## config.mk

```make
export PLATFORM = sky130hd
export DESIGN_NAME = cpmc_top
export DESIGN_NICKNAME = d
export VERILOG_FILES = /design/src/logic/cpmc_pkg.sv /design/src/logic/cpmc_rate_gate.sv /design/src/logic/cpmc_top.sv
export VERILOG_INCLUDE_DIRS = /design/src /design/src/logic
export SDC_FILE = /design/constraint.sdc
export NUM_CORES = 1
export LEC_CHECK = 0
export BUFFER_PORTS_ARGS = -buffer_cell sky130_fd_sc_hd__buf_2
export CORE_ASPECT_RATIO = 1.5
export CORE_MARGIN = 3
export CORE_UTILIZATION = 42
export CTS_BUF_LIST = sky130_fd_sc_hd__clkbuf_8
export DETAILED_ROUTE_END_ITERATION = 6
export PLACE_DENSITY = 0.71
export SYNTH_ARGS = -nofsm -noshare
export SYNTH_HDL_FRONTEND = slang
export SYNTH_HIERARCHICAL = 1
export SYNTH_SLANG_ARGS = --single-unit
export TNS_END_PERCENT = 5
```

## constraint.sdc

```tcl
create_clock -name clk_in -period 3.95 [get_ports clk_in]
set_input_delay 0.1975 -clock clk_in [delete_from_list [all_inputs] [get_ports clk_in]]
set_output_delay 0.1975 -clock clk_in [all_outputs]
set_load 0.05 [all_outputs]
```

## src/logic/cpmc_regs.svh

```systemverilog
// Register map, field positions, reset values and timing of the CPU power-mode control.
// Assumes a 250 MHz system clock and a 32-bit Avalon-MM register port.
`ifndef CPMC_REGS_SVH
`define CPMC_REGS_SVH

// ----------------------------------------------------------------
// Register byte offsets
// ----------------------------------------------------------------
`define CPMC_REGULATOR_OFS 4'h0
`define CPMC_RATE_OFS 4'h4

// ----------------------------------------------------------------
// Field positions and reset values
// ----------------------------------------------------------------
`define CPMC_LP_SELECT_BIT 1
`define CPMC_IDLE_BIT 7
`define CPMC_RATE_EN_BIT 6
`define CPMC_ROI_BIT 5
`define CPMC_DOE_BIT 4
`define CPMC_RATIO_MSB 2
`define CPMC_LP_SELECT_RST 1'b0
`define CPMC_RSVD_ONE 1'b1
`define CPMC_RATE_RST 8'h00
`define CPMC_ISR_VECTOR 16'h0004

// ----------------------------------------------------------------
// Timing
// ----------------------------------------------------------------
`define CPMC_CLK_NS 4
`define CPMC_OST_PERIODS 1024
`define CPMC_REG_STAB_NS 2000
`define CPMC_REG_STAB_CYC ((`CPMC_REG_STAB_NS + `CPMC_CLK_NS - 1) / `CPMC_CLK_NS)

`endif

```

## src/logic/cpmc_pkg.sv

```systemverilog
// Types and shared arithmetic of the CPU power-mode control.
// Assumes nothing beyond the register header.
package cpmc_pkg;

  // Power state of the core
  typedef enum logic [2:0] {
    CPMC_RUN,
    CPMC_IDLE,
    CPMC_SLEEP,
    CPMC_STAB,
    CPMC_OST
  } cpmc_state_t;

  // Last count of a reduced-rate period: code n gives 2^(n+1) cycles
  function automatic logic [7:0] cpmc_ratio_last(input logic [2:0] ratio);
    logic [8:0] span;
    span = 9'h002 << ratio;
    return 8'(span - 9'h001);
  endfunction

endpackage

```

## src/logic/cpmc_rate_gate.sv

```systemverilog
// Reduced-rate divider: one CPU execute strobe per selected period.
// Assumes enable and ratio come from registers on the same clock.
`timescale 1ns/1ns
module cpmc_rate_gate
  import cpmc_pkg::*;
(
  // Clock and reset
  input wire logic clk_in,
  input wire logic resetn_in,
  // Control
  input wire logic enable_in,
  input wire logic [2:0] ratio_in,
  // Strobe
  output logic exec_out
);

  logic [7:0] cnt;
  logic [7:0] next_cnt;

  // ----------------------------------------------------------------
  // Period counter
  // ----------------------------------------------------------------
  // count modulo the period of 2^(ratio+1) cycles
  // Held at zero while disabled, so re-enabling restarts the period
  always_comb begin
    next_cnt = cnt;
    if (!enable_in) begin
      next_cnt = 8'h00;
    end else if (cnt >= cpmc_ratio_last(ratio_in)) begin
      next_cnt = 8'h00;
    end else begin
      next_cnt = cnt + 8'h01;
    end
  end

  always_ff @(posedge clk_in or negedge resetn_in) begin
    if (!resetn_in) begin
      cnt <= 8'h00;
    end else begin
      cnt <= next_cnt;
    end
  end

  assign exec_out = enable_in && (cnt == 8'h00);

  // ----------------------------------------------------------------
  // Checks
  // ----------------------------------------------------------------
  gate_restart_a: assert property (@(posedge clk_in) disable iff (!resetn_in)
    $rose(enable_in) |-> exec_out)
    else $error("reduced rate did not restart on enable");

  gate_gap_a: assert property (@(posedge clk_in) disable iff (!resetn_in)
    (exec_out && enable_in) ##1 enable_in |-> !exec_out)
    else $error("two execute strobes back to back");

endmodule

```

## src/logic/cpmc_top.sv

```systemverilog
// CPU power-mode control: reduced rate, idle, sleep and wake sequencing.
// Assumes core and interrupt signals are on clk_in; registers on Avalon-MM.
//
// Chosen here: the placing of the registers and the Avalon-MM register port.
`timescale 1ns/1ns
`include "cpmc_regs.svh"
module cpmc_top
  import cpmc_pkg::*;
#(
  parameter int DLY_W = 11
)
(
  // Clock and reset
  input wire logic clk_in,
  input wire logic resetn_in,
  // Avalon-MM slave
  input wire logic [3:0] avs_address_in,
  input wire logic avs_read_in,
  input wire logic avs_write_in,
  input wire logic [31:0] avs_writedata_in,
  output logic [31:0] avs_readdata_out,
  output logic avs_waitrequest_out,
  // CPU core events
  input wire logic sleep_instr_in,
  input wire logic irq_entry_in,
  input wire logic return_from_irq_instr_in,
  input wire logic in_circuit_debug_in,
  // Interrupt logic and watchdog
  input wire logic irq_pending_in,
  input wire logic global_irq_enable_in,
  input wire logic watchdog_timer_timeout_in,
  // Oscillator mode
  input wire logic external_clock_mode_in,
  input wire logic internal_osc_mode_in,
  // Clock gating and regulator
  output logic cpu_clk_en_out,
  output logic periph_clk_en_out,
  output logic regulator_low_power_out,
  output logic watchdog_timer_reset_block_out,
  // Sleep and wake reports
  output logic sleep_nop_out,
  output logic power_down_clear_out,
  output logic watchdog_timer_clear_out,
  output logic wake_resume_out,
  output logic wake_to_isr_out,
  output logic [15:0] isr_vector_out
);

  localparam logic [DLY_W-1:0] STAB_LAST = DLY_W'(`CPMC_REG_STAB_CYC - 1);
  localparam logic [DLY_W-1:0] OST_LAST = DLY_W'(`CPMC_OST_PERIODS - 1);
  localparam logic [DLY_W-1:0] DLY_ZERO = '0;
  localparam logic [DLY_W-1:0] DLY_ONE = DLY_W'(1);
  localparam logic [7:0] RATE_RST = `CPMC_RATE_RST;

  // ----------------------------------------------------------------
  // Bus slave
  // ----------------------------------------------------------------
  logic ack;
  logic next_ack;
  logic [31:0] rdata;
  logic [31:0] next_rdata;
  logic bus_req;
  logic wr_regulator;
  logic wr_rate;

  // Control fields
  logic lp_select;
  logic next_lp_select;
  logic idle_on_sleep_select;
  logic next_idle_on_sleep_select;
  logic reduced_rate_enable;
  logic next_reduced_rate_enable;
  logic recover_on_irq;
  logic next_recover_on_irq;
  logic reduce_on_return;
  logic next_reduce_on_return;
  logic [2:0] ratio;
  logic [2:0] next_ratio;
  logic [7:0] regulator_byte;
  logic [7:0] rate_byte;

  assign bus_req = avs_read_in || avs_write_in;
  // One wait state: every access is answered in the cycle after it arrives
  assign avs_waitrequest_out = bus_req && !ack;
  assign avs_readdata_out = rdata;
  assign wr_regulator = ack && avs_write_in && (avs_address_in == `CPMC_REGULATOR_OFS);
  assign wr_rate = ack && avs_write_in && (avs_address_in == `CPMC_RATE_OFS);

  assign regulator_byte = {6'h00, lp_select, `CPMC_RSVD_ONE};
  assign rate_byte = {idle_on_sleep_select, reduced_rate_enable, recover_on_irq,
                      reduce_on_return, 1'b0, ratio};

  // Read data is captured in the wait cycle and stands at the answer edge
  always_comb begin
    next_ack = bus_req && !ack;
    next_rdata = 32'h0000_0000;
    if (bus_req && !ack && avs_read_in) begin
      if (avs_address_in == `CPMC_REGULATOR_OFS) begin
        next_rdata = {24'h00_0000, regulator_byte};
      end else if (avs_address_in == `CPMC_RATE_OFS) begin
        next_rdata = {24'h00_0000, rate_byte};
      end
    end
  end

  always_ff @(posedge clk_in or negedge resetn_in) begin
    if (!resetn_in) begin
      ack <= 1'b0;
      rdata <= 32'h0000_0000;
    end else begin
      ack <= next_ack;
      rdata <= next_rdata;
    end
  end

  // ----------------------------------------------------------------
  // Control registers
  // ----------------------------------------------------------------
  // Hardware set of the reduced-rate enable is applied last, so it wins
  // over both a software write and an interrupt-entry clear
  always_comb begin
    next_lp_select = lp_select;
    next_idle_on_sleep_select = idle_on_sleep_select;
    next_reduced_rate_enable = reduced_rate_enable;
    next_recover_on_irq = recover_on_irq;
    next_reduce_on_return = reduce_on_return;
    next_ratio = ratio;
    if (wr_regulator) begin
      next_lp_select = avs_writedata_in[`CPMC_LP_SELECT_BIT];
    end
    if (wr_rate) begin
      next_idle_on_sleep_select = avs_writedata_in[`CPMC_IDLE_BIT];
      next_reduced_rate_enable = avs_writedata_in[`CPMC_RATE_EN_BIT];
      next_recover_on_irq = avs_writedata_in[`CPMC_ROI_BIT];
      next_reduce_on_return = avs_writedata_in[`CPMC_DOE_BIT];
      next_ratio = avs_writedata_in[`CPMC_RATIO_MSB:0];
    end
    if (irq_entry_in && recover_on_irq) begin
      next_reduced_rate_enable = 1'b0;
    end
    if (return_from_irq_instr_in && reduce_on_return) begin
      next_reduced_rate_enable = 1'b1;
    end
  end

  always_ff @(posedge clk_in or negedge resetn_in) begin
    if (!resetn_in) begin
      lp_select <= `CPMC_LP_SELECT_RST;
      idle_on_sleep_select <= RATE_RST[`CPMC_IDLE_BIT];
      reduced_rate_enable <= RATE_RST[`CPMC_RATE_EN_BIT];
      recover_on_irq <= RATE_RST[`CPMC_ROI_BIT];
      reduce_on_return <= RATE_RST[`CPMC_DOE_BIT];
      ratio <= RATE_RST[`CPMC_RATIO_MSB:0];
    end else begin
      lp_select <= next_lp_select;
      idle_on_sleep_select <= next_idle_on_sleep_select;
      reduced_rate_enable <= next_reduced_rate_enable;
      recover_on_irq <= next_recover_on_irq;
      reduce_on_return <= next_reduce_on_return;
      ratio <= next_ratio;
    end
  end

  // ----------------------------------------------------------------
  // Power-state sequencer
  // ----------------------------------------------------------------
  cpmc_state_t state;
  cpmc_state_t next_state;
  logic [DLY_W-1:0] dly;
  logic [DLY_W-1:0] next_dly;
  logic by_irq;
  logic next_by_irq;
  logic crystal_mode;
  logic wake_event;
  logic done;
  logic done_irq;
  logic next_sleep_nop;
  logic next_pd_clear;
  logic next_wdt_clear;
  logic next_wake_resume;
  logic next_wake_isr;

  assign crystal_mode = !external_clock_mode_in && !internal_osc_mode_in;
  assign wake_event = irq_pending_in || watchdog_timer_timeout_in;

  always_comb begin
    next_state = state;
    next_dly = dly;
    next_by_irq = by_irq;
    done = 1'b0;
    done_irq = by_irq;
    next_sleep_nop = 1'b0;
    next_pd_clear = 1'b0;
    next_wdt_clear = 1'b0;
    next_wake_resume = 1'b0;
    next_wake_isr = 1'b0;
    case (state)
      CPMC_RUN: begin
        if (sleep_instr_in) begin
          if (irq_pending_in) begin
            next_sleep_nop = 1'b1;
          end else begin
            next_pd_clear = 1'b1;
            next_wdt_clear = 1'b1;
            next_state = idle_on_sleep_select ? CPMC_IDLE : CPMC_SLEEP;
          end
        end
      end
      CPMC_IDLE: begin
        // watchdog wakes idle
        // Oscillator never stopped, so idle resumes without delay
        if (wake_event) begin
          done = 1'b1;
          done_irq = irq_pending_in;
        end
      end
      CPMC_SLEEP: begin
        if (wake_event) begin
          next_by_irq = irq_pending_in;
          if (lp_select) begin
            next_state = CPMC_STAB;
            next_dly = STAB_LAST;
          end else if (crystal_mode) begin
            next_state = CPMC_OST;
            next_dly = OST_LAST;
          end else begin
            done = 1'b1;
            done_irq = irq_pending_in;
          end
        end
      end
      CPMC_STAB: begin
        if (dly == DLY_ZERO) begin
          if (crystal_mode) begin
            next_state = CPMC_OST;
            next_dly = OST_LAST;
          end else begin
            done = 1'b1;
          end
        end else begin
          next_dly = dly - DLY_ONE;
        end
      end
      CPMC_OST: begin
        if (dly == DLY_ZERO) begin
          done = 1'b1;
        end else begin
          next_dly = dly - DLY_ONE;
        end
      end
      default: begin
        next_state = CPMC_RUN;
      end
    endcase
    if (done) begin
      next_state = CPMC_RUN;
      next_by_irq = 1'b0;
      next_wdt_clear = 1'b1;
      next_wake_resume = 1'b1;
      next_wake_isr = done_irq && global_irq_enable_in;
    end
  end

  always_ff @(posedge clk_in or negedge resetn_in) begin
    if (!resetn_in) begin
      state <= CPMC_RUN;
      dly <= '0;
      by_irq <= 1'b0;
      sleep_nop_out <= 1'b0;
      power_down_clear_out <= 1'b0;
      watchdog_timer_clear_out <= 1'b0;
      wake_resume_out <= 1'b0;
      wake_to_isr_out <= 1'b0;
      isr_vector_out <= `CPMC_ISR_VECTOR;
    end else begin
      state <= next_state;
      dly <= next_dly;
      by_irq <= next_by_irq;
      sleep_nop_out <= next_sleep_nop;
      power_down_clear_out <= next_pd_clear;
      watchdog_timer_clear_out <= next_wdt_clear;
      wake_resume_out <= next_wake_resume;
      wake_to_isr_out <= next_wake_isr;
      isr_vector_out <= `CPMC_ISR_VECTOR;
    end
  end

  // ----------------------------------------------------------------
  // Clock gating and regulator
  // ----------------------------------------------------------------
  logic exec_strobe;

  cpmc_rate_gate cpmc_rate_gate_inst (
    .clk_in(clk_in),
    .resetn_in(resetn_in),
    .enable_in(reduced_rate_enable),
    .ratio_in(ratio),
    .exec_out(exec_strobe)
  );

  assign cpu_clk_en_out = (state == CPMC_RUN) &&
                          (in_circuit_debug_in || !reduced_rate_enable || exec_strobe);
  assign periph_clk_en_out = (state == CPMC_RUN) || (state == CPMC_IDLE);
  assign regulator_low_power_out = lp_select && (state == CPMC_SLEEP);
  assign watchdog_timer_reset_block_out = (state != CPMC_RUN);

  // ----------------------------------------------------------------
  // Checks
  // ----------------------------------------------------------------
  localparam int OST_CYCLES = `CPMC_OST_PERIODS;
  logic [DLY_W:0] ost_seen;

  // Counts consecutive cycles spent in the start-up hold
  always_ff @(posedge clk_in or negedge resetn_in) begin
    if (!resetn_in) begin
      ost_seen <= '0;
    end else if (state == CPMC_OST) begin
      ost_seen <= ost_seen + (DLY_W + 1)'(1);
    end else begin
      ost_seen <= '0;
    end
  end

  ost_length_a: assert property (@(posedge clk_in) disable iff (!resetn_in)
    $fell(state == CPMC_OST) |-> (ost_seen == (DLY_W + 1)'(OST_CYCLES)))
    else $error("start-up hold length wrong");

  isr_vector_a: assert property (@(posedge clk_in) disable iff (!resetn_in)
    (state == CPMC_IDLE && irq_pending_in && global_irq_enable_in)
    |=> wake_to_isr_out && wake_resume_out && isr_vector_out == `CPMC_ISR_VECTOR)
    else $error("interrupt wake did not vector");

  lp_regulator_a: assert property (@(posedge clk_in) disable iff (!resetn_in)
    (state == CPMC_SLEEP) |-> (regulator_low_power_out == lp_select))
    else $error("regulator mode wrong in sleep");

  stab_delay_a: assert property (@(posedge clk_in) disable iff (!resetn_in)
    (state == CPMC_SLEEP && wake_event && lp_select) |=> (state == CPMC_STAB)[*8])
    else $error("low-power wake skipped stabilisation");

  reserved_bits_a: assert property (@(posedge clk_in) disable iff (!resetn_in)
    (avs_read_in && avs_waitrequest_out && avs_address_in == `CPMC_REGULATOR_OFS)
    |=> !avs_waitrequest_out && avs_readdata_out[0] && avs_readdata_out[7:2] == 6'h00)
    else $error("regulator reserved bits read wrong");

  idle_gating_a: assert property (@(posedge clk_in) disable iff (!resetn_in)
    (state == CPMC_IDLE) |-> (!cpu_clk_en_out && periph_clk_en_out))
    else $error("idle gating wrong");

  recover_irq_a: assert property (@(posedge clk_in) disable iff (!resetn_in)
    (irq_entry_in && recover_on_irq && !return_from_irq_instr_in) |=> !reduced_rate_enable)
    else $error("interrupt entry kept reduced rate");

  reduce_return_a: assert property (@(posedge clk_in) disable iff (!resetn_in)
    (return_from_irq_instr_in && reduce_on_return) |=> reduced_rate_enable)
    else $error("return did not set reduced rate");

  debug_speed_a: assert property (@(posedge clk_in) disable iff (!resetn_in)
    (state == CPMC_RUN && in_circuit_debug_in) |-> cpu_clk_en_out)
    else $error("debug did not force full speed");

  sleep_nop_a: assert property (@(posedge clk_in) disable iff (!resetn_in)
    (state == CPMC_RUN && sleep_instr_in && irq_pending_in)
    |=> sleep_nop_out && state == CPMC_RUN && !watchdog_timer_clear_out && !power_down_clear_out)
    else $error("sleep with pending interrupt not a no-operation");

endmodule

```

==> impl_results.rst, run 1 <==
.. list-table::
   :header-rows: 1

   * - Metric
     - Value
   * - Critical path's top delay family
     - compound AO/OA/AOI/OAI gates
   * - Max-capacitance violation count
     - 0
   * - Number of ports placed on the die boundary
     - roughly 110
   * - Path class of the lowest-slack min-delay path
     - primary input to async pin
   * - Drt first pass iters
     - 4
   * - Final WL
     - 5770 um
   * - DIE WIDTH
     - 73.7 um
   * - Register area share after synthesis
     - 0.381
   * - Standard-cell row count
     - 36
   * - CP Capture Type
     - flop
   * - Non-Filler Instances
     - 426
   * - Maximum number of pins on one net before global-route repair
     - 45
   * - Leftover overflow at the end of global routing
     - 0
   * - Maximum resistive drop on vdd
     - 335 uV
   * - Final cycle utilization of the critical path
     - 0.640
   * - Final count of pins violating max slew
     - 0
   * - Register bit count reported by yosys
     - 44
   * - Area taken by flip-flops and latches
     - 1100 um2
   * - FMAX
     - 0.396 GHz
   * - DRC violation count after routing
     - 0
   * - Clock Sink Count
     - 44
   * - Vertical die dimension
     - 108 um
   * - Static Leakage
     - 1.54 nW
   * - Power per cell area
     - about 600 nW/um2
   * - Final ANT Viol Nets
     - 0
   * - WP data required
     - around 4.1 ns
   * - Startpoint type of the worst setup path
     - flop
   * - Final worst clock skew
     - 0.00396 ns
   * - WP data arrival
     - between 2 and 3 ns
   * - Diodes inserted
     - 0
   * - Crit path buffers/inverters
     - 0
   * - Cell variety after synth
     - 61
   * - Tightest Pin Transition
     - just under 1 ns
   * - Post-placement cell count
     - 418
   * - CTS Buffer Depth
     - 2
   * - Async SR Flop Fraction
     - 1.00
   * - Most common flop cell mapped by yosys
     - sky130_fd_sc_hd__dfrtp_1
   * - Worst slew slack as a fraction of its limit
     - 0.358
   * - Number of global-route vias before repair
     - 2051
   * - Leading cell type in the layout, fill and taps excluded
     - sky130_fd_sc_hd__dfrtp_1
   * - Core footprint
     - 6580 um2
   * - Initial antenna violation count
     - 0
   * - Count of routing violations after the opening detailed-route iteration
     - 46
   * - Total routing usage reported by global routing
     - 0.142
   * - Final Util
     - 0.473
   * - RSZ-0062 raised after global routing
     - false
   * - Top library cells by usage in the layout, fill and taps aside
     - sky130_fd_sc_hd__dfrtp_1 (44), sky130_fd_sc_hd__conb_1 (41), sky130_fd_sc_hd__buf_2 (40)
   * - Clock latency at the later pin of the worst-skew pair
     - 0.29 ns
   * - Weighted congestion reported at the end of routability-driven placement
     - 0.847
   * - Final-layout setup total negative slack
     - 0 ns
   * - Maximum fanout count along the critical path
     - 8
   * - Worst R2R Setup Slack
     - 1.42 ns
   * - Final Critical Period
     - 2.53 ns
   * - TritonCTS Buffers
     - 5
   * - Footprint of the multi-input gates
     - 1540 um2
   * - Chain of cells forming the critical path
     - or3_1 -> ha_1 -> nor3_1 -> a21o_1 -> a21oi_1 -> ha_1 -> o2111ai_1 -> o21ai_2 -> nor2_1
   * - Vias
     - 2236
   * - Routed vias/inst
     - 5.25
   * - Wire length of the first global-routing pass
     - 8910 um
   * - Cell type with the highest occurrence count on the critical path
     - sky130_fd_sc_hd__ha_1
   * - H-tree depth
     - 2
   * - Root buffer cell
     - sky130_fd_sc_hd__clkbuf_8
   * - Run status
     - finished clean
   * - Final setup vio count
     - 0
   * - Dpl hpwl
     - 4510 um
   * - CTS tree
     - built
   * - Post-synthesis cell count
     - 309
   * - Clock slew seen by the registers of the worst setup and hold paths
     - 0.09 ns
   * - Die footprint
     - between 7000 and 8000 um2
   * - Area growth from synthesis to final layout
     - 7.76%
   * - Total power draw
     - 1.88 mW
   * - Fraction of layout cells with a size suffix above 1
     - 0.203
   * - Number of warnings printed during yosys synthesis
     - 6
   * - Cell area after technology mapping
     - 2890 um2
   * - Hold Buf Count CTS
     - 0
   * - Per-instance average area after synthesis
     - slightly above 9 um2
   * - Worst path slowest cell
     - sky130_fd_sc_hd__dfrtp_1
   * - Number of buffers inserted by post-CTS setup repair
     - 0
   * - Number of nets at the end of the flow
     - 410
   * - Fill cell count
     - between 600 and 700
   * - Effective utilization at floorplan
     - 0.439
   * - Cells resized by post-CTS repair
     - 0
   * - Type of the worst setup path
     - flop to flop
   * - Final Hold Fails
     - 0
   * - Count of flip-flops with a built-in enable after synthesis
     - 0
   * - Routed length per placed instance
     - 13.5 um
   * - Crit path largest cell delay
     - 0.47 ns
   * - Port-buffer cells
     - 40
==> path summary, 6_finish.rpt <==
kind                                                from                                   end  cells past startpoint
worst max-delay path                ratio[0]$_DFFE_PN0P_  cpmc_rate_gate_inst/cnt[2]$_DFF_PN0_                      9
worst min-delay path                           resetn_in  cpmc_rate_gate_inst/cnt[6]$_DFF_PN0_                      1
worst max register to register      ratio[0]$_DFFE_PN0P_  cpmc_rate_gate_inst/cnt[2]$_DFF_PN0_                      9
worst min register to register             ack$_DFF_PN0_                         ack$_DFF_PN0_                      1
max in group asynchronous                      resetn_in                         ack$_DFF_PN0_                      1
min in group clk_in             return_from_irq_instr_in       reduced_rate_enable$_DFFE_PN0P_                      2
==> metal layers <==
metal	up-vias	share of wire	GRT usage
met5	-	0	0
met4	0	0.025	0.0583
met3	12	0.041	0.0262
met2	57	0.54	0.259
met1	1074	0.39	0.155
li1	1093	-	-
==> synth_stat cells, types with 4 or more instances <==
master,instances,area [um2]
sky130_fd_sc_hd__dfrtp_1,44,1100
sky130_fd_sc_hd__buf_4,42,315
sky130_fd_sc_hd__nor2_1,29,109
sky130_fd_sc_hd__nand2_1,17,63.8
sky130_fd_sc_hd__a21oi_1,16,80.1
sky130_fd_sc_hd__inv_1,15,56.3
sky130_fd_sc_hd__ha_1,12,150
sky130_fd_sc_hd__nor3_1,11,55.1
sky130_fd_sc_hd__nand3_1,7,35.0
sky130_fd_sc_hd__a21o_1,6,45.0
sky130_fd_sc_hd__and2_1,6,37.5
sky130_fd_sc_hd__mux2_2,6,67.6
sky130_fd_sc_hd__o21ai_0,6,30.0
sky130_fd_sc_hd__o21ai_1,6,30.0
sky130_fd_sc_hd__o31ai_1,6,45.0
sky130_fd_sc_hd__nand2b_1,5,31.3
sky130_fd_sc_hd__mux2i_1,4,40.0
sky130_fd_sc_hd__or3_1,4,25.0
sky130_fd_sc_hd__xnor2_1,4,35.0
sky130_fd_sc_hd__xor2_1,4,35.0
==> worst register-to-register path, stage by stage (launching register included) <==
cell and delay, ns:
sky130_fd_sc_hd__dfrtp_1 0.47, sky130_fd_sc_hd__or3_1 0.42, sky130_fd_sc_hd__ha_1 0.28, sky130_fd_sc_hd__nor3_1 0.16, sky130_fd_sc_hd__a21o_1 0.11, sky130_fd_sc_hd__a21oi_1 0.08
sky130_fd_sc_hd__ha_1 0.29, sky130_fd_sc_hd__o2111ai_1 0.13, sky130_fd_sc_hd__o21ai_2 0.37, sky130_fd_sc_hd__nor2_1 0.09
==> cells by family (layout without fill, tap and decap cells) <==
group,count (synthesis),after routing,share of synthesized area
AOI/OAI and AO/OA,65,65,0.156
buffers and inverters,61,63,0.135
muxes,10,10,0.0373
and+or+nand+nor,107,107,0.212
adders and majority gates,12,12,0.0520
other,2,41,0.00260
DFF,44,44,0.381
xor gates and xnor gates,8,8,0.0243
==> power by group <==
| part | internal, mW | switching (mW) | total [mW] |
|---|---|---|---|
| clock network | 0.190 | 0.156 | 0.346 |
| registers | 0.541 | 0.149 | 0.691 |
| logic | 0.274 | 0.570 | 0.844 |
| total | 1.01 | 0.875 | 1.88 |
==> cell type report <==
type	instances	area share
Timing Repair Buffer	40	0.0643
Sequential cell	44	0.354
Clock buffer	5	0.0221
Multi-Input combinational cell	243	0.496
Inverter	15	0.0181
Clock inverter	3	0.0149
Tap cell	76	0.0306
==> stage by stage <==
step	hold slack (ns)	instance area (um2)	setup slack [ns]
final	0.0523	3110	1.42
after global routing	0.107	3110	1.20
after CTS	0.100	3110	1.40
after detailed placement	0.409	3000	1.41
after global placement	0.401	3000	1.50
after floorplan	-0.0981	3030	1.40
==> sequential cells by signal (all words and copies together), names as in the netlist <==
name                      cells
dly                          11
cpmc_rate_gate_inst/cnt       8
avs_readdata_out              7
ratio                         3
state                         3
ack                           1
by_irq                        1
idle_on_sleep_select          1
lp_select                     1
power_down_clear_out          1
recover_on_irq                1
reduce_on_return              1
reduced_rate_enable           1
sleep_nop_out                 1
wake_resume_out               1
wake_to_isr_out               1
watchdog_timer_clear_out      1
(Power assumes the default switching activity.)
==> run 2: changes to the inputs <==
==> constraint.sdc (replaced) <==
create_clock -name clk_in -period 2.38 [get_ports clk_in]
set_input_delay 0.119 -clock clk_in [delete_from_list [all_inputs] [get_ports clk_in]]
set_output_delay 0.119 -clock clk_in [all_outputs]
set_load 0.05 [all_outputs]
==> impl_results.rst, run 2 (synthesis results as in run 1) <==
.. list-table::
   :header-rows: 1

   * - Metric
     - Value
   * - Run status
     - finished clean
   * - Fraction of layout cells with a size suffix above 1
     - 0.252 (+0.0492)
   * - Final setup vio count
     - 0 (unchanged)
   * - Final ANT Viol Nets
     - 0 (unchanged)
   * - CTS Buffer Depth
     - 2 (unchanged)
   * - Drt first pass iters
     - 5 (+1)
   * - Dpl hpwl
     - 4760 um (+5.6%)
   * - Number of ports placed on the die boundary
     - 107 (unchanged)
   * - Final WL
     - 5990 um (+3.7%)
   * - Vertical die dimension
     - 108 um (unchanged)
   * - Die footprint
     - 7930 um2 (unchanged)
   * - Maximum resistive drop on vdd
     - 488 uV (+46%)
   * - DRC violation count after routing
     - 0 (unchanged)
   * - Startpoint type of the worst setup path
     - flop
   * - Area growth from synthesis to final layout
     - 12.4%
   * - Vias
     - 2270 (+1.5%)
   * - Clock latency at the later pin of the worst-skew pair
     - 0.30 ns (about the same)
   * - Smallest setup slack after layout
     - 0.100 ns (-1.32 ns)
   * - Clock slew seen by the registers of the worst setup and hold paths
     - 0.09 ns (about the same)
   * - Core footprint
     - 6580 um2 (unchanged)
   * - WP data required
     - 2.61 ns (-1.51 ns)
   * - Routed vias/inst
     - 5.19 (-1.0%)
   * - Number of global-route vias before repair
     - 2200 (+7.3%)
   * - WP data arrival
     - 2.51 ns (-0.18 ns)
   * - Initial antenna violation count
     - 0 (unchanged)
   * - Count of routing violations after the opening detailed-route iteration
     - 90 (+96%)
   * - Weighted congestion reported at the end of routability-driven placement
     - 0.902 (+6.5%)
   * - FMAX
     - 0.439 GHz (+11%)
   * - TritonCTS Buffers
     - 5 (unchanged)
   * - Maximum fanout count along the critical path
     - 8 (unchanged)
   * - Biggest register
     - dly
   * - Clock Sink Count
     - 44 (unchanged)
   * - CTS tree
     - built
   * - Static Leakage
     - 1.60 nW (+4.1%)
   * - Worst slew slack as a fraction of its limit
     - 0.654 (+0.295)
   * - Path class of the lowest-slack min-delay path
     - primary input to flop
   * - Total routing usage reported by global routing
     - 0.152 (+0.00968)
   * - Number of nets at the end of the flow
     - 421 (+2.7%)
   * - DIE WIDTH
     - 73.7 um (unchanged)
   * - Diodes inserted
     - 0 (unchanged)
   * - Routed length per placed instance
     - 13.7 um (+1.1%)
   * - Final cycle utilization of the critical path
     - 0.958 (+0.318)
   * - Maximum number of pins on one net before global-route repair
     - 24 (-47%)
   * - Final Critical Period
     - 2.28 ns (-0.247 ns)
   * - RSZ-0062 raised after global routing
     - true
   * - Root buffer cell
     - sky130_fd_sc_hd__clkbuf_8
   * - CP Capture Type
     - flop
   * - Tightest Pin Transition
     - 0.519 ns (-0.443 ns)
   * - Power per cell area
     - 1010 nW/um2 (+67%)
   * - Max-capacitance violation count
     - 0 (unchanged)
   * - Top library cells by usage in the layout, fill and taps aside
     - sky130_fd_sc_hd__dfrtp_1 (44), sky130_fd_sc_hd__conb_1 (41), sky130_fd_sc_hd__buf_2 (40)
   * - Type of the worst setup path
     - flop to flop
   * - Leading cell type in the layout, fill and taps excluded
     - sky130_fd_sc_hd__dfrtp_1
   * - Final Hold Fails
     - 0 (unchanged)
   * - Leftover overflow at the end of global routing
     - 0 (unchanged)
   * - Final count of pins violating max slew
     - 0 (unchanged)
   * - Final-layout setup total negative slack
     - 0 ns (unchanged)
   * - Final worst clock skew
     - 0.00953 ns (+0.00557 ns)
   * - Worst slack, placed
     - 0.0152 ns (-1.40 ns)
   * - Port-buffer cells
     - 40 (unchanged)
   * - Effective utilization at floorplan
     - 0.439 (unchanged)
   * - Max FFs per register
     - 11 (unchanged)
   * - Standard-cell row count
     - 36 (unchanged)
   * - Wire length of the first global-routing pass
     - 9580 um (+7.5%)
   * - H-tree depth
     - 2 (unchanged)
[run 2: layout make-up]
class | count | area [um2]
Sequential cell | 44 | 1100
Inverter | 15 | 56.3
Clock inverter | 3 | 46.3
Multi-Input combinational cell | 243 | 1590
Clock buffer | 5 | 68.8
Fill cell | 618 | 3330
Timing Repair Buffer | 51 | 285
Tap cell | 76 | 95.1
[run 2: worst paths after layout]
kind,startpoint,end,slack (ns),depth (start not counted)
worst max-delay path,ratio[1]$_DFFE_PN0P_,cpmc_rate_gate_inst/cnt[4]$_DFF_PN0_,0.10,11
worst min-delay path,return_from_irq_instr_in,reduced_rate_enable$_DFFE_PN0P_,0.02,2
worst max register to register,ratio[1]$_DFFE_PN0P_,cpmc_rate_gate_inst/cnt[4]$_DFF_PN0_,0.10,11
worst min register to register,ack$_DFF_PN0_,ack$_DFF_PN0_,0.48,1
max in group asynchronous,resetn_in,ratio[1]$_DFFE_PN0P_,1.48,3
min in group asynchronous,resetn_in,cpmc_rate_gate_inst/cnt[0]$_DFF_PN0_,0.32,2
[run 2: critical path, stage by stage (launching register included)]
cell	delay [ns]
sky130_fd_sc_hd__dfrtp_1	0.39
sky130_fd_sc_hd__buf_4	0.16
sky130_fd_sc_hd__nor2_2	0.12
sky130_fd_sc_hd__nand2_1	0.11
sky130_fd_sc_hd__ha_4	0.20
sky130_fd_sc_hd__xnor2_2	0.14
sky130_fd_sc_hd__ha_1	0.30
sky130_fd_sc_hd__a211o_1	0.27
sky130_fd_sc_hd__a31oi_2	0.16
sky130_fd_sc_hd__o21ai_2	0.06
sky130_fd_sc_hd__buf_4	0.17
sky130_fd_sc_hd__nor2_2	0.11
[run 2: layer usage]
metal  vias up  GRT usage  share of wire
met5         -          0              0
met4         0     0.0518          0.019
met3        11     0.0262          0.053
met2        67      0.282           0.55
met1      1078      0.167           0.38
li1       1114          -              -
[run 2: what timing repair did]
item                       in CTS  in global routing
gates cloned                    0                  0
setup endpoints to repair       4                 12
hold endpoints to repair       21                  0
setup buffers                   0                  1
hold buffers                    1                  0
resized for setup               1                  9
[run 2: through the flow]
stage	std cells	cell area, um2	util	power [mW]	hold WS (ns)
2_1_floorplan	348	3040	-	2.31	-0.177
3_3_place_gp	427	3070	0.467	2.59	0.123
3_5_place_dp	427	3070	0.467	2.63	0.128
4_1_cts	436	3200	0.486	3.24	0.0106
5_1_grt	437	3250	0.494	3.52	0.0288
6_report	437	3250	0.494	3.28	0.0169
[run 2: report_power, final]
part	switching, mW	leakage, nW	internal (mW)
combinational	1.02	0.991	0.549
clock	0.276	0.0548	0.316
sequential	0.225	0.558	0.899
total	1.52	1.60	1.76
==> run 3: changes to the inputs <==
--- a/config.mk
+++ b/config.mk
@@ -9,10 +9,10 @@
 export BUFFER_PORTS_ARGS = -buffer_cell sky130_fd_sc_hd__buf_2
 export CORE_ASPECT_RATIO = 1.5
 export CORE_MARGIN = 3
-export CORE_UTILIZATION = 42
+export CORE_UTILIZATION = 50
 export CTS_BUF_LIST = sky130_fd_sc_hd__clkbuf_8
 export DETAILED_ROUTE_END_ITERATION = 6
-export PLACE_DENSITY = 0.71
+export PLACE_DENSITY = 0.82
 export SYNTH_ARGS = -nofsm -noshare
 export SYNTH_HDL_FRONTEND = slang
 export SYNTH_HIERARCHICAL = 1
==> constraint.sdc (replaced) <==
create_clock -name clk_in -period 2.9 [get_ports clk_in]
set_input_delay 0.145 -clock clk_in [delete_from_list [all_inputs] [get_ports clk_in]]
set_output_delay 0.145 -clock clk_in [all_outputs]
set_load 0.05 [all_outputs]
==> impl_results.rst, run 3 (synthesis results as in run 1) <==
.. list-table::
   :header-rows: 1

   * - Metric
     - Value
   * - Area growth from synthesis to final layout
     - 7.71%
   * - Tightest Pin Transition
     - 0.972 ns (+0.453 ns)
   * - Clock Sink Count
     - 44 (unchanged)
   * - Total routing usage reported by global routing
     - 0.183 (+0.0314)
   * - Final worst hold slack
     - -0.00861 ns (-0.0255 ns)
   * - Final cycle utilization of the critical path
     - 0.871 (-0.0864)
   * - Diodes inserted
     - 0 (unchanged)
   * - Drt first pass iters
     - 4 (-1)
   * - Max FFs per register
     - 11 (unchanged)
   * - DRC violation count after routing
     - 0 (unchanged)
   * - Power per cell area
     - 839 nW/um2 (-17%)
   * - Final worst clock skew
     - 0.00870 ns (-0.000834 ns)
   * - Final Critical Period
     - 2.53 ns (+0.248 ns)
   * - Worst slew slack as a fraction of its limit
     - 0.352 (-0.302)
   * - DIE WIDTH
     - 68.1 um (-7.7%)
   * - Static Leakage
     - 1.55 nW (-3.5%)
   * - RSZ-0062 raised after global routing
     - false
   * - Vertical die dimension
     - 99.1 um (-7.9%)
   * - Clock latency at the later pin of the worst-skew pair
     - 0.30 ns (about the same)
   * - Run status
     - finished, violations left
   * - FMAX
     - 0.396 GHz (-9.8%)
   * - Final WL
     - 5990 um (+0.13%)
   * - Die footprint
     - 6740 um2 (-15%)
   * - Leftover overflow at the end of global routing
     - 0 (unchanged)
   * - Biggest register
     - dly
   * - Failing checks
     - hold timing
   * - WP data required
     - 3.08 ns (+0.47 ns)
   * - Clock slew seen by the registers of the worst setup and hold paths
     - 0.09 ns (about the same)
   * - Final count of pins violating max slew
     - 0 (unchanged)
   * - Fraction of layout cells with a size suffix above 1
     - 0.203 (-0.0492)
   * - Standard-cell row count
     - 33 (-8.3%)
   * - Max-capacitance violation count
     - 0 (unchanged)
   * - Path class of the lowest-slack min-delay path
     - primary input to async pin
   * - Top library cells by usage in the layout, fill and taps aside
     - sky130_fd_sc_hd__dfrtp_1 (44), sky130_fd_sc_hd__conb_1 (41), sky130_fd_sc_hd__buf_2 (40)
   * - Cells resized by post-CTS repair
     - 0 (-1)
   * - Final-layout setup total negative slack
     - 0 ns (unchanged)
   * - Final Util
     - 0.562 (+0.0685)
   * - Hold Buf Count CTS
     - 0 (-1)
   * - Number of global-route vias before repair
     - 2174 (-1.2%)
   * - Root buffer cell
     - sky130_fd_sc_hd__clkbuf_8
   * - Maximum number of pins on one net before global-route repair
     - 45 (+88%)
   * - Number of ports placed on the die boundary
     - 107 (unchanged)
   * - Effective utilization at floorplan
     - 0.522 (+0.0828)
   * - Final ANT Viol Nets
     - 0 (unchanged)
   * - Routed length per placed instance
     - 14.3 um (+4.2%)
   * - Number of buffers inserted by post-CTS setup repair
     - 0 (unchanged)
   * - WP data arrival
     - 2.71 ns (+0.20 ns)
   * - Dpl hpwl
     - 4510 um (-5.2%)
   * - Fill cell count
     - 523 (-15%)
   * - CTS Buffer Depth
     - 2 (unchanged)
   * - Number of nets at the end of the flow
     - 410 (-2.6%)
   * - Weighted congestion reported at the end of routability-driven placement
     - 0.952 (+5.5%)
   * - H-tree depth
     - 2 (unchanged)
   * - Maximum resistive drop on vdd
     - 529 uV (+8.3%)
   * - Vias
     - 2282 (+0.53%)
   * - CP Capture Type
     - flop
   * - Port-buffer cells
     - 40 (unchanged)
   * - Cell count of the worst reg-to-reg path
     - 9 (-2)
   * - Initial antenna violation count
     - 0 (unchanged)
   * - Wire length of the first global-routing pass
     - 9670 um (+0.86%)
   * - Leading cell type in the layout, fill and taps excluded
     - sky130_fd_sc_hd__dfrtp_1
   * - Startpoint type of the worst setup path
     - flop
   * - Final Hold Fails
     - 7 (+7)
   * - Count of routing violations after the opening detailed-route iteration
     - 91 (+1.1%)
   * - Core footprint
     - 5530 um2 (-16%)
   * - Routed vias/inst
     - 5.43 (+4.6%)
   * - Final setup vio count
     - 0 (unchanged)
   * - TritonCTS Buffers
     - 5 (unchanged)
   * - Maximum fanout count along the critical path
     - 8 (unchanged)
   * - Type of the worst setup path
     - flop to flop
   * - CTS tree
     - built
[run 3: final cells by class]
type	instances	area, um2	area share
inverters	15	56.3	0.0181
multi-input cells	243	1540	0.496
clock inverters	2	38.8	0.0125
well taps	70	87.6	0.0282
repair buffers	40	200	0.0644
flip-flops and latches	44	1100	0.354
clock buffers	6	82.6	0.0265
[run 3: layer usage]
metal	track usage	wire (um)	share of wire	vias up
li1	-	-	-	1095
met1	0.219	2310	0.39	1106
met2	0.312	3250	0.54	70
met3	0.0296	287	0.048	11
met4	0.0812	138	0.023	0
met5	0	0	0	-
[run 3: power breakdown]
group          total [mW]  leakage [nW]  internal, mW  switching [mW]
logic                1.16         0.928         0.375           0.785
registers           0.946         0.558         0.737           0.209
clock network       0.504        0.0614         0.282           0.222
[run 3: path summary, 6_finish.rpt]
check | start | to | slack, ns
worst max-delay path | ratio[0]$_DFFE_PN0P_ | cpmc_rate_gate_inst/cnt[4]$_DFF_PN0_ | 0.37
worst min-delay path | resetn_in | cpmc_rate_gate_inst/cnt[7]$_DFF_PN0_ | -0.009
worst max register to register | ratio[0]$_DFFE_PN0P_ | cpmc_rate_gate_inst/cnt[4]$_DFF_PN0_ | 0.37
worst min register to register | ack$_DFF_PN0_ | ack$_DFF_PN0_ | 0.48
max in group asynchronous | resetn_in | lp_select$_DFFE_PN0P_ | 2.30
min in group clk_in | return_from_irq_instr_in | reduced_rate_enable$_DFFE_PN0P_ | 0.05
[run 3: per-stage QoR]
| stage | hold slack, ns | total power, mW | instance area (um2) | cells | setup WS [ns] |
|---|---|---|---|---|---|
| after global routing | 0.0563 | 2.80 | 3110 | 420 | 0.169 |
| after global placement | 0.344 | 2.06 | 2990 | 412 | 0.468 |
| after floorplan | -0.151 | 1.89 | 3030 | 348 | 0.351 |
| after CTS | 0.0464 | 2.61 | 3110 | 420 | 0.375 |
| after detailed placement | 0.360 | 2.10 | 2990 | 412 | 0.388 |
| final | -0.00861 | 2.61 | 3110 | 420 | 0.373 |
[run 3: critical path, cell delays in order (launching register included)]
cell	delay (ns)
sky130_fd_sc_hd__dfrtp_1	0.47
sky130_fd_sc_hd__or3_1	0.42
sky130_fd_sc_hd__ha_1	0.28
sky130_fd_sc_hd__nor3_1	0.18
sky130_fd_sc_hd__a21o_1	0.10
sky130_fd_sc_hd__a21oi_1	0.07
sky130_fd_sc_hd__ha_1	0.29
sky130_fd_sc_hd__o2111ai_1	0.14
sky130_fd_sc_hd__o21ai_2	0.36
sky130_fd_sc_hd__nor2_1	0.10
